**src/logic/udc_cfg.svh**
```systemverilog
`ifndef UDC_CFG_SVH
`define UDC_CFG_SVH
// Register byte offsets on APB
`define UDC_OFS_CTRL      12'h000
`define UDC_OFS_OTGFLAGS  12'h004
`define UDC_OFS_DEVFLAGS  12'h008
`define UDC_OFS_ADDR      12'h00c
`define UDC_OFS_EPSEL     12'h010
`define UDC_OFS_EPRST     12'h014
`define UDC_OFS_EPCFG     12'h018
`define UDC_OFS_EPSTAT    12'h01c
// Control register fields
`define UDC_CTRL_ENABLE   0
`define UDC_CTRL_FREEZE   1
`define UDC_CTRL_DETACH   2
`define UDC_CTRL_LOWSPD   3
`define UDC_CTRL_WAKEIE   4
`define UDC_CTRL_RESET    8'h06
// OTG flag fields
`define UDC_OTG_SESS      0
`define UDC_OTG_VBUS      1
`define UDC_OTG_BCON      2
`define UDC_OTG_ROLE      3
`define UDC_OTG_HNP       4
`define UDC_OTG_STO       5
`define UDC_OTG_MASK      8'h3f
// Device flag fields
`define UDC_DEV_SUSP      0
`define UDC_DEV_WAKE      1
// Address register
`define UDC_ADDR_EN       7
// Endpoint config fields
`define UDC_EPCFG_EN      0
`define UDC_EPCFG_TOGRST  1
`define UDC_EPCFG_BANK    2
`define UDC_EPCFG_MEMORY_ALLOCATE   3
`define UDC_EPCFG_SZLO    4
// Times
`define UDC_CLK_MHZ       50
`define UDC_IDLE_US       3000
`define UDC_STO_US        150000
`define UDC_BCON_US       300000
`endif

```
**src/logic/udc_pkg.sv**
```systemverilog
package udc_pkg;
    typedef struct packed {
        logic [2:0] size;
        logic       memory_allocate;
        logic       bank;
        logic       toggle;
        logic       enable;
    } udc_epcfg_t;
    typedef struct packed {
        logic [3:0] state;
        logic [1:0] bankFill;
        logic       cfgValid;
    } udc_epstat_t;
    typedef enum logic [1:0] {LINK_ACTIVE, LINK_SUSPENDED} udc_link_t;
endpackage

```
**src/logic/udc_core_ctrl.sv**
```systemverilog
// Our own choices: the APB register port and the register addresses.
`timescale 1ns/1ps
`include "udc_cfg.svh"
module udc_core_ctrl
    import udc_pkg::*;
#(
    parameter int NUM_EP     = 7,
    parameter int EP0_MAX    = 64,
    parameter int EP1_MAX    = 256,
    parameter int EPN_MAX    = 64,
    parameter int MEM_BYTES  = 832,
    parameter int IDLE_CYC   = `UDC_IDLE_US * `UDC_CLK_MHZ,
    parameter int STO_CYC    = `UDC_STO_US * `UDC_CLK_MHZ,
    parameter int BCON_CYC   = `UDC_BCON_US * `UDC_CLK_MHZ
) (
    input  wire logic        clk,
    input  wire logic        rst,
    input  wire logic        psel,
    input  wire logic        penable,
    input  wire logic        pwrite,
    input  wire logic [11:0] paddr,
    input  wire logic [31:0] pwdata,
    output logic      [31:0] prdata,
    output logic             pready,
    output logic             pslverr,
    input  wire logic        vbusPresent,
    input  wire logic        lineIdle,
    input  wire logic        busReset,
    input  wire logic        vbusReq,
    input  wire logic        peerConnect,
    input  wire logic        hnpError,
    input  wire logic        hnpSwap,
    input  wire logic        srpDetect,
    input  wire logic        hostMode,
    input  wire logic        tokenValid,
    input  wire logic [6:0]  tokenAddr,
    input  wire logic [2:0]  tokenEp,
    output logic             pullupDp,
    output logic             pullupDm,
    output logic             fullSpeed,
    output logic             clkRun,
    output logic             tokenAck,
    output logic [6:0]       epRunning
);
    localparam int IW = 24;
    logic [7:0]  ctrl_r;
    logic [5:0]  otg_r;
    logic [1:0]  dev_r;
    logic [6:0]  addr_r;
    logic        addrEn_r;
    logic [2:0]  epSel_r;
    udc_epcfg_t  epCfg_r [NUM_EP];
    udc_epstat_t epStat_r [NUM_EP];
    logic [IW-1:0] idleCnt_r;
    logic [IW-1:0] stoCnt_r;
    logic [IW-1:0] bconCnt_r;
    logic        idleHit;
    logic        stoHit;
    logic        bconHit;
    logic        wr;
    logic        rd;
    logic        ctrlEn;
    logic        run;
    logic [NUM_EP-1:0] epRstPulse;
    logic [5:0]  otgSet;
    logic [31:0] rdata;
    logic        mapped;
    udc_epcfg_t  wrCfg;

    assign wr     = psel && penable && pwrite;
    assign rd     = psel && !penable && !pwrite;
    assign ctrlEn = ctrl_r[`UDC_CTRL_ENABLE];
    assign run    = ctrlEn && !ctrl_r[`UDC_CTRL_FREEZE];
    assign wrCfg  = udc_epcfg_t'(pwdata[6:0]);

    // Zero-wait-state slave
    always_ff @(posedge clk or posedge rst) begin
        if (rst) begin
            pready  <= 1'b0;
            pslverr <= 1'b0;
            prdata  <= 32'h0;
        end else begin
            pready  <= psel && !penable;
            pslverr <= psel && !penable && !mapped;
            if (rd) begin
                prdata <= rdata;
            end
        end
    end

    always_comb begin
        rdata  = 32'h0;
        mapped = 1'b1;
        unique case (paddr)
            `UDC_OFS_CTRL:     rdata = {24'h0, ctrl_r};
            `UDC_OFS_OTGFLAGS: rdata = {26'h0, otg_r};
            `UDC_OFS_DEVFLAGS: rdata = {30'h0, dev_r};
            `UDC_OFS_ADDR:     rdata = {24'h0, addrEn_r, addr_r};
            `UDC_OFS_EPSEL:    rdata = {29'h0, epSel_r};
            `UDC_OFS_EPRST:    rdata = 32'h0;
            `UDC_OFS_EPCFG:    rdata = {25'h0, epCfg_r[epSel_r]};
            `UDC_OFS_EPSTAT:   rdata = {25'h0, epStat_r[epSel_r]};
            default:           mapped = 1'b0;
        endcase
    end

    // Control: reset leaves clock frozen and device detached
    always_ff @(posedge clk or posedge rst) begin
        if (rst) begin
            ctrl_r <= `UDC_CTRL_RESET;
        end else if (wr && paddr == `UDC_OFS_CTRL) begin
            ctrl_r <= {3'h0, pwdata[4:0]};
        end
    end

    // Inactivity and suspend/wake
    assign idleHit = idleCnt_r == IW'(IDLE_CYC - 1);
    always_ff @(posedge clk or posedge rst) begin
        if (rst) begin
            idleCnt_r <= '0;
            dev_r     <= 2'b00;
            fullSpeed <= 1'b1;
        end else if (!ctrlEn) begin
            idleCnt_r <= '0;
            dev_r     <= 2'b00;
            fullSpeed <= 1'b1;
        end else begin
            if (!lineIdle || !run) begin
                idleCnt_r <= '0;
            end else if (!idleHit) begin
                idleCnt_r <= idleCnt_r + IW'(1);
            end
            if (wr && paddr == `UDC_OFS_DEVFLAGS) begin
                dev_r <= dev_r & pwdata[1:0];
            end
            if (!lineIdle) begin
                // Resume detection works even when frozen
                dev_r[`UDC_DEV_WAKE] <= 1'b1;
                dev_r[`UDC_DEV_SUSP] <= 1'b0;
            end else if (run && idleCnt_r == IW'(IDLE_CYC - 2)) begin
                dev_r[`UDC_DEV_SUSP] <= 1'b1;
                dev_r[`UDC_DEV_WAKE] <= 1'b0;
                fullSpeed            <= 1'b1;
            end
            if (wr && paddr == `UDC_OFS_CTRL) begin
                fullSpeed <= !pwdata[`UDC_CTRL_LOWSPD];
            end
        end
    end

    // OTG timers
    assign stoHit  = stoCnt_r == IW'(STO_CYC - 1);
    assign bconHit = bconCnt_r == IW'(BCON_CYC - 1);
    always_ff @(posedge clk or posedge rst) begin
        if (rst) begin
            stoCnt_r  <= '0;
            bconCnt_r <= '0;
        end else begin
            if (!run || !dev_r[`UDC_DEV_SUSP] || stoHit) begin
                stoCnt_r <= '0;
            end else begin
                stoCnt_r <= stoCnt_r + IW'(1);
            end
            if (!run || !vbusReq || peerConnect || bconHit) begin
                bconCnt_r <= '0;
            end else begin
                bconCnt_r <= bconCnt_r + IW'(1);
            end
        end
    end

    always_comb begin
        otgSet = 6'h0;
        otgSet[`UDC_OTG_STO]  = run && stoHit;
        otgSet[`UDC_OTG_HNP]  = run && hnpError;
        otgSet[`UDC_OTG_ROLE] = run && hnpSwap;
        otgSet[`UDC_OTG_BCON] = run && bconHit;
        otgSet[`UDC_OTG_VBUS] = run && vbusReq && !vbusPresent;
        otgSet[`UDC_OTG_SESS] = run && hostMode && srpDetect;
    end

    // Mode bit is a firmware concern; swap only flags
    always_ff @(posedge clk or posedge rst) begin
        if (rst) begin
            otg_r <= 6'h0;
        end else if (!ctrlEn) begin
            otg_r <= 6'h0;
        end else if (wr && paddr == `UDC_OFS_OTGFLAGS) begin
            otg_r <= (otg_r & pwdata[5:0]) | otgSet;
        end else begin
            otg_r <= otg_r | otgSet;
        end
    end

    // Device address
    always_ff @(posedge clk or posedge rst) begin
        if (rst) begin
            addr_r   <= 7'h00;
            addrEn_r <= 1'b0;
        end else if (!ctrlEn || busReset) begin
            addr_r   <= 7'h00;
            addrEn_r <= 1'b0;
        end else if (wr && paddr == `UDC_OFS_ADDR) begin
            // Firmware stores address first, enables later
            addr_r   <= pwdata[6:0];
            addrEn_r <= pwdata[`UDC_ADDR_EN];
        end
    end

    always_ff @(posedge clk or posedge rst) begin
        if (rst) begin
            epSel_r <= 3'h0;
        end else if (wr && paddr == `UDC_OFS_EPSEL) begin
            epSel_r <= pwdata[2:0];
        end
    end

    // Endpoints: one slice each
    genvar g;
    generate
        for (g = 0; g < NUM_EP; g++) begin : gEp
            localparam int MAXB = g == 0 ? EP0_MAX
                                : g == 1 ? EP1_MAX : EPN_MAX;
            logic selWr;
            logic [11:0] bytes;
            assign selWr = wr && paddr == `UDC_OFS_EPCFG
                           && epSel_r == 3'(g);
            assign epRstPulse[g] = wr && paddr == `UDC_OFS_EPRST
                                   && pwdata[g];
            // Size code n means 8 << n bytes, times the bank count
            assign bytes = 12'(8) << epCfg_r[g].size << epCfg_r[g].bank;
            always_ff @(posedge clk or posedge rst) begin
                if (rst) begin
                    epCfg_r[g] <= '0;
                end else if (!ctrlEn) begin
                    epCfg_r[g] <= '0;
                end else if (busReset && g != 0) begin
                    epCfg_r[g].enable <= 1'b0;
                    epCfg_r[g].toggle <= 1'b0;
                end else if (selWr) begin
                    epCfg_r[g] <= wrCfg;
                    if (!wrCfg.enable || wrCfg.toggle) begin
                        // Size, bank and allocation kept
                        epCfg_r[g].toggle <= 1'b0;
                    end
                end
            end
            always_ff @(posedge clk or posedge rst) begin
                if (rst) begin
                    epStat_r[g] <= '0;
                end else if (!ctrlEn || !epCfg_r[g].enable
                             || epRstPulse[g]) begin
                    epStat_r[g].state    <= 4'h0;
                    epStat_r[g].bankFill <= 2'h0;
                    epStat_r[g].cfgValid <= epCfg_r[g].enable
                                            && ctrlEn
                                            && epStat_r[g].cfgValid;
                end else begin
                    epStat_r[g].cfgValid <= epCfg_r[g].memory_allocate
                        && bytes <= 12'(MAXB * 2)
                        && bytes <= 12'(MEM_BYTES);
                end
            end
            always_ff @(posedge clk or posedge rst) begin
                if (rst) begin
                    epRunning[g] <= 1'b0;
                end else begin
                    epRunning[g] <= ctrlEn && epCfg_r[g].enable
                                    && !epRstPulse[g];
                end
            end
        end
    endgenerate

    // Token acceptance by address and endpoint
    always_ff @(posedge clk or posedge rst) begin
        if (rst) begin
            tokenAck <= 1'b0;
        end else begin
            tokenAck <= run && tokenValid && tokenEp < 3'(NUM_EP)
                && tokenAddr == (addrEn_r ? addr_r : 7'h00)
                && epStat_r[tokenEp].cfgValid
                && epCfg_r[tokenEp].enable;
        end
    end

    // Pull-up follows detach, VBUS and speed
    always_ff @(posedge clk or posedge rst) begin
        if (rst) begin
            pullupDp <= 1'b0;
            pullupDm <= 1'b0;
            clkRun   <= 1'b0;
        end else begin
            pullupDp <= ctrlEn && !ctrl_r[`UDC_CTRL_DETACH]
                        && vbusPresent && fullSpeed;
            pullupDm <= ctrlEn && !ctrl_r[`UDC_CTRL_DETACH]
                        && vbusPresent && !fullSpeed;
            clkRun   <= run;
        end
    end

    AST_PULLUP_NEEDS_VBUS: assert property (@(posedge clk) disable iff (rst)
        $rose(pullupDp) |-> $past(vbusPresent)
            && !$past(ctrl_r[`UDC_CTRL_DETACH]))
        else $error("pull-up without vbus or while detached");
    AST_DETACH_DROPS: assert property (@(posedge clk) disable iff (rst)
        ctrl_r[`UDC_CTRL_DETACH] |=> !pullupDp && !pullupDm)
        else $error("pull-up stayed on while detached");
    AST_OTG_STICKY: assert property (@(posedge clk) disable iff (rst)
        (otg_r[`UDC_OTG_HNP] && ctrlEn
         && !(wr && paddr == `UDC_OFS_OTGFLAGS))
        |=> otg_r[`UDC_OTG_HNP])
        else $error("negotiation flag lost without clear");
    AST_SET_WINS: assert property (@(posedge clk) disable iff (rst)
        (ctrlEn && otgSet[`UDC_OTG_VBUS]) |=> otg_r[`UDC_OTG_VBUS])
        else $error("vbus flag set lost");
    AST_ADDR_CLR: assert property (@(posedge clk) disable iff (rst)
        busReset |=> !addrEn_r && addr_r == 7'h00)
        else $error("address enable survived bus reset");
    AST_EP0_KEPT: assert property (@(posedge clk) disable iff (rst)
        (busReset && ctrlEn && !(wr && paddr == `UDC_OFS_EPCFG))
        |=> epCfg_r[0] == $past(epCfg_r[0]) && !epCfg_r[1].enable)
        else $error("bus reset endpoint handling wrong");
    AST_WAKE_CLR_SUSP: assert property (@(posedge clk) disable iff (rst)
        (ctrlEn && !lineIdle) |=> dev_r == 2'b10 || !ctrlEn)
        else $error("wake did not clear suspend");
    AST_DISABLE_RESET: assert property (@(posedge clk) disable iff (rst)
        !ctrlEn |=> otg_r == 6'h0 && !addrEn_r && epCfg_r[2] == '0)
        else $error("disable did not reset controller");
    AST_EP_HELD: assert property (@(posedge clk) disable iff (rst)
        !epCfg_r[3].enable |=> epStat_r[3].state == 4'h0
            && epStat_r[3].bankFill == 2'h0)
        else $error("disabled endpoint not held in reset");
    AST_TOKEN_MATCH: assert property (@(posedge clk) disable iff (rst)
        tokenAck |-> $past(tokenValid) && $past(tokenAddr)
            == ($past(addrEn_r) ? $past(addr_r) : 7'h00))
        else $error("token acknowledged at a foreign address");
    AST_TOKEN_CFG: assert property (@(posedge clk) disable iff (rst)
        tokenAck |-> $past(epStat_r[tokenEp].cfgValid)
            && $past(epCfg_r[tokenEp].enable))
        else $error("token acknowledged on unconfigured endpoint");
    AST_EPRST_KEEPS: assert property (@(posedge clk) disable iff (rst)
        (epRstPulse[1] && ctrlEn && !busReset)
        |=> epCfg_r[1] == $past(epCfg_r[1]) && !epRunning[1]
            && epStat_r[1].bankFill == 2'h0)
        else $error("endpoint reset lost configuration");
    AST_FREEZE_STOPS: assert property (@(posedge clk) disable iff (rst)
        ctrl_r[`UDC_CTRL_FREEZE] |=> !clkRun)
        else $error("clock kept running while frozen");
endmodule // udc_core_ctrl

```
**config.mk**
```make
export PLATFORM = sky130hd
export DESIGN_NAME = udc_core_ctrl
export DESIGN_NICKNAME = d
export VERILOG_FILES = /design/src/logic/udc_pkg.sv /design/src/logic/udc_core_ctrl.sv
export VERILOG_INCLUDE_DIRS = /design/src /design/src/logic
export SDC_FILE = /design/constraint.sdc
export NUM_CORES = 1
export LEC_CHECK = 0
export BUFFER_PORTS_ARGS = -buffer_cell sky130_fd_sc_hd__buf_2
export CORE_MARGIN = 5
export CORE_UTILIZATION = 35
export CTS_BUF_LIST = sky130_fd_sc_hd__clkbuf_4 sky130_fd_sc_hd__clkbuf_8 sky130_fd_sc_hd__clkbuf_16
export DETAILED_ROUTE_END_ITERATION = 10
export GPL_TIMING_DRIVEN = 0
export SLEW_MARGIN = 0
export SYNTH_ARGS = -nofsm -noshare
export SYNTH_HDL_FRONTEND = slang
export SYNTH_SLANG_ARGS = --single-unit
```
**constraint.sdc**
```tcl
create_clock -name clk -period 10.8 [get_ports clk]
set_input_delay 1.08 -clock clk [delete_from_list [all_inputs] [get_ports clk]]
set_output_delay 1.08 -clock clk [all_outputs]
set_load 0.1 [all_outputs]
```
==> qor.csv <==
stage,metric,value,unit
worst_setup_path,Reg2Reg Setup Slack,8.02,ns
die,I/O pin total,115,
sta,RSZ-0062 raised after global routing,no,
sta,slew margin rel.,17.6,%
worst_setup_path,Crit Path Max Fanout,8,
worst_setup_path,Slowest cell on crit path,nor4_1,
hold_path,worst min path class,flop to flop,
power_and_ir_drop,LEAKAGE,4.24,nW
worst_setup_path,CP Class,primary input to flop,
cts,Sink Count,174,
cts,clock latency on the worst-skew pair,0.43,ns
synthesis,syn_area_per_cell,9.53,um^2
cts,CTS tree,done,
layout,share of layout cells above drive strength 1,14.5,%
layout,area grow syn2layout,16.4,%
routing,Starting DRT DRC Count,689,
sta,Final setup viols,0,
layout,final net count,1127,
hold_path,hold path depth,1,
cts,CTS Buffer Depth,2,
cts,CTS HTree Levels,4,
placed_design,detailed placement HPWL,17400,um
worst_setup_path,WP data required,11.10,ns
die,die area,29100,um^2
synthesis,sequential-to-total area share from yosys stat,48.3,%
cts,CTS Buf Count,17,
sta,final hold vios,0,
die,Die Wd,171,um
power_and_ir_drop,worst vdd ir,0.0000791,V
synthesis,Post-synth EDFFs,0,
status,status,completed,
routing,Vias per Instance,5.25,
cts,CTS-repair resized insts,0,
worst_setup_path,CP Capture Type,flop,
cts,"Reg clk slew, reported paths",0.07,ns
routing,wire per inst,17.3,um
synthesis,Synth Instances,947,
routing,DR pass1 iterations,5,
worst_setup_path,CP arrival,3.54,ns
sta,"Slew Viols, Final",0,
synthesis,"FFs w/ async S/R, synth",100,%
worst_setup_path,r2r worst-path depth,6,
global_routing,GR Util All Layers,16.8,%
die,Starting Density,35.7,%
placed_design,IO buf count,64,
synthesis,Most used DFF post-synth,dfrtp_1,
worst_setup_path,Worst path max stage delay,0.92,ns
worst_setup_path,"Cell Chain, Critical Path",buf_2 -> or4_1 -> clkbuf_1 -> nor4_1 -> nand4_1 -> mux2i_1 -> nor2_1,
global_routing,initial antenna violation count,1,
cts,# Post-CTS Setup Buffers,0,
synthesis,"Distinct cells, synth",62,
layout,"commonest non-fill, non-tap cells in the layout","171 x dfrtp_1, 102 x nand2_1, 96 x nor2_1, 72 x nand3_1, 67 x buf_2",
layout,final core occ,41.6,%
sta,setup TNS,0,ns
die,Die H,171,um
synthesis,Yosys reg bits,174,
cts,root cell of the clock tree,clkbuf_16,
global_routing,pin count of the biggest net entering global routing,94,
layout,"commonest non-fill, non-tap cell in the layout",dfrtp_1,
synthesis,Syn. warnings,0,
placed_design,RD Place Congestion,0.876,
sta,hold_ws,0.478,ns
routing,routed via count,7334,
job,Max Cap Violations,0,
global_routing,gr ovfl total,0,
sta,actual slew at the worst max-slew pin,1.22,ns
sta,final setup skew,0.0120,ns
routing,final wirelength,24200,um
sta,final worst path period share,30.0,%
global_routing,global-route wire length before repair,38600,um
sta,highest clock rate,309,MHz
sta,fin crit period,3.24,ns
die,Core ar.,25300,um^2
synthesis,synthesized cell area,9020,um^2
routing,Post-route DRC,0,
power_and_ir_drop,P per Cell Area,134,nW/um^2
routing,Post-DRT Antenna Nets,0,
worst_setup_path,Startpoint Class,primary input,
die,row count,58,
cts,hold buffer count at cts,0,
global_routing,vias in the first global route,6977,
[flip-flops by register name, summed over array words and instances (netlist names), 2 cells and up]
signal,cells
prdata,8
stoCnt_r,24
epSel_r,3
epRunning,7
dev_r,2
idleCnt_r,24
epCfg_r,49
bconCnt_r,24
epStat_r,7
otg_r,6
addr_r,7
ctrl_r,5
[metal layers]
| metal | part of all wire, % | wire [um] | track usage (%) | vias up |
|---|---|---|---|---|
| met3 | 6.9 | 1670 | 3.70 | 33 |
| met5 | 0 | 0 | 0 | - |
| met2 | 43 | 10500 | 24.7 | 232 |
| li1 | - | - | - | 3538 |
| met1 | 48 | 11600 | 24.7 | 3531 |
| met4 | 1.9 | 460 | 5.14 | 0 |
[where the power goes]
part / total, mW / internal, mW / leakage, nW / switching (mW)
Sequential: 0.655 / 0.654 / 2.41 / 0.00152
Combinational: 0.106 / 0.0197 / 1.51 / 0.0862
Clock: 0.650 / 0.391 / 0.308 / 0.259
Total: 1.41 / 1.06 / 4.24 / 0.347
[Yosys cell counts, drive strengths merged (2+ instances only)]
| library cell | number | area [um^2] |
|---|---|---|
| a21boi | 7 | 52.6 |
| a21o | 8 | 60.1 |
| a21oi | 36 | 180 |
| a22o | 4 | 35.0 |
| a22oi | 8 | 60.1 |
| a31oi | 2 | 12.5 |
| a41oi | 2 | 17.5 |
| and2 | 3 | 18.8 |
| and3 | 17 | 106 |
| and4 | 4 | 35.0 |
| buf | 31 | 218 |
| clkbuf | 36 | 135 |
| dfrtp | 171 | 4280 |
| dfstp | 3 | 78.8 |
| ha | 4 | 50.1 |
| inv | 17 | 63.8 |
| mux2 | 10 | 113 |
| mux2i | 52 | 521 |
| mux4 | 2 | 45.0 |
| nand2 | 102 | 383 |
| nand2b | 7 | 43.8 |
| nand3 | 72 | 360 |
| nand3b | 5 | 37.5 |
| nand4 | 24 | 150 |
| nand4b | 2 | 17.5 |
| nor2 | 96 | 360 |
| nor2b | 7 | 43.8 |
| nor3 | 30 | 175 |
| nor4 | 17 | 113 |
| nor4b | 2 | 17.5 |
| nor4bb | 4 | 40.0 |
| o211ai | 6 | 45.0 |
| o21ai | 43 | 215 |
| o221ai | 2 | 17.5 |
| o22ai | 3 | 18.8 |
| o2bb2ai | 2 | 17.5 |
| o31ai | 7 | 52.6 |
| or2 | 6 | 37.5 |
| or3 | 8 | 50.1 |
| or4 | 8 | 67.6 |
| or4b | 3 | 30.0 |
| xnor2 | 34 | 298 |
| xor2 | 28 | 245 |
[path summary, 6_finish.rpt]
path / startpoint / endpoint
worst max-delay path: paddr[9] / epCfg_r[14]
worst min-delay path: bconCnt_r[0] / bconCnt_r[0]
worst max register to register: epSel_r[1] / epCfg_r[26]
worst min register to register: bconCnt_r[0] / bconCnt_r[0]
max in group asynchronous: rst / ctrl_r[1]
min in group asynchronous: rst / stoCnt_r[0]
[metrics by stage]
stage / setup WS (ns) / instance area, um^2 / power (mW) / std cells
2_1_floorplan: 5.01 / 9110 / 0.747 / 970
3_3_place_gp: 2.80 / 9840 / 0.772 / 1364
3_5_place_dp: 7.25 / 9880 / 0.774 / 1365
4_1_cts: 7.67 / 10500 / 1.43 / 1397
5_1_grt: 7.52 / 10500 / 1.46 / 1398
6_report: 7.56 / 10500 / 1.41 / 1398
[final cells by class]
type	count	area, um^2
Fill cell	2524	14800
Sequential cell	174	4360
Multi-Input combinational cell	712	4330
Clock buffer	23	489
Tap cell	330	413
Buffer	67	353
Timing Repair Buffer	65	348
Clock inverter	9	134
Inverter	17	71.3
Antenna cell	1	2.50
[logic make-up after synthesis]
logic type      synth area share, %
xor+xnor                       6.02
simple gates                   23.8
compound gates                 9.18
fa+ha+maj                     0.555
other cells                  0.0416
buf+inv                        4.62
mux                            7.52
flops                          48.3
[worst max-delay path: cells and delay by family]
family / cells / cell delay [ns]
buffers and inverters: 2 / 0.33
and+or+nand+nor: 4 / 1.88
muxes: 1 / 0.24
No activity file was read; power rests on OpenSTA's default activity.
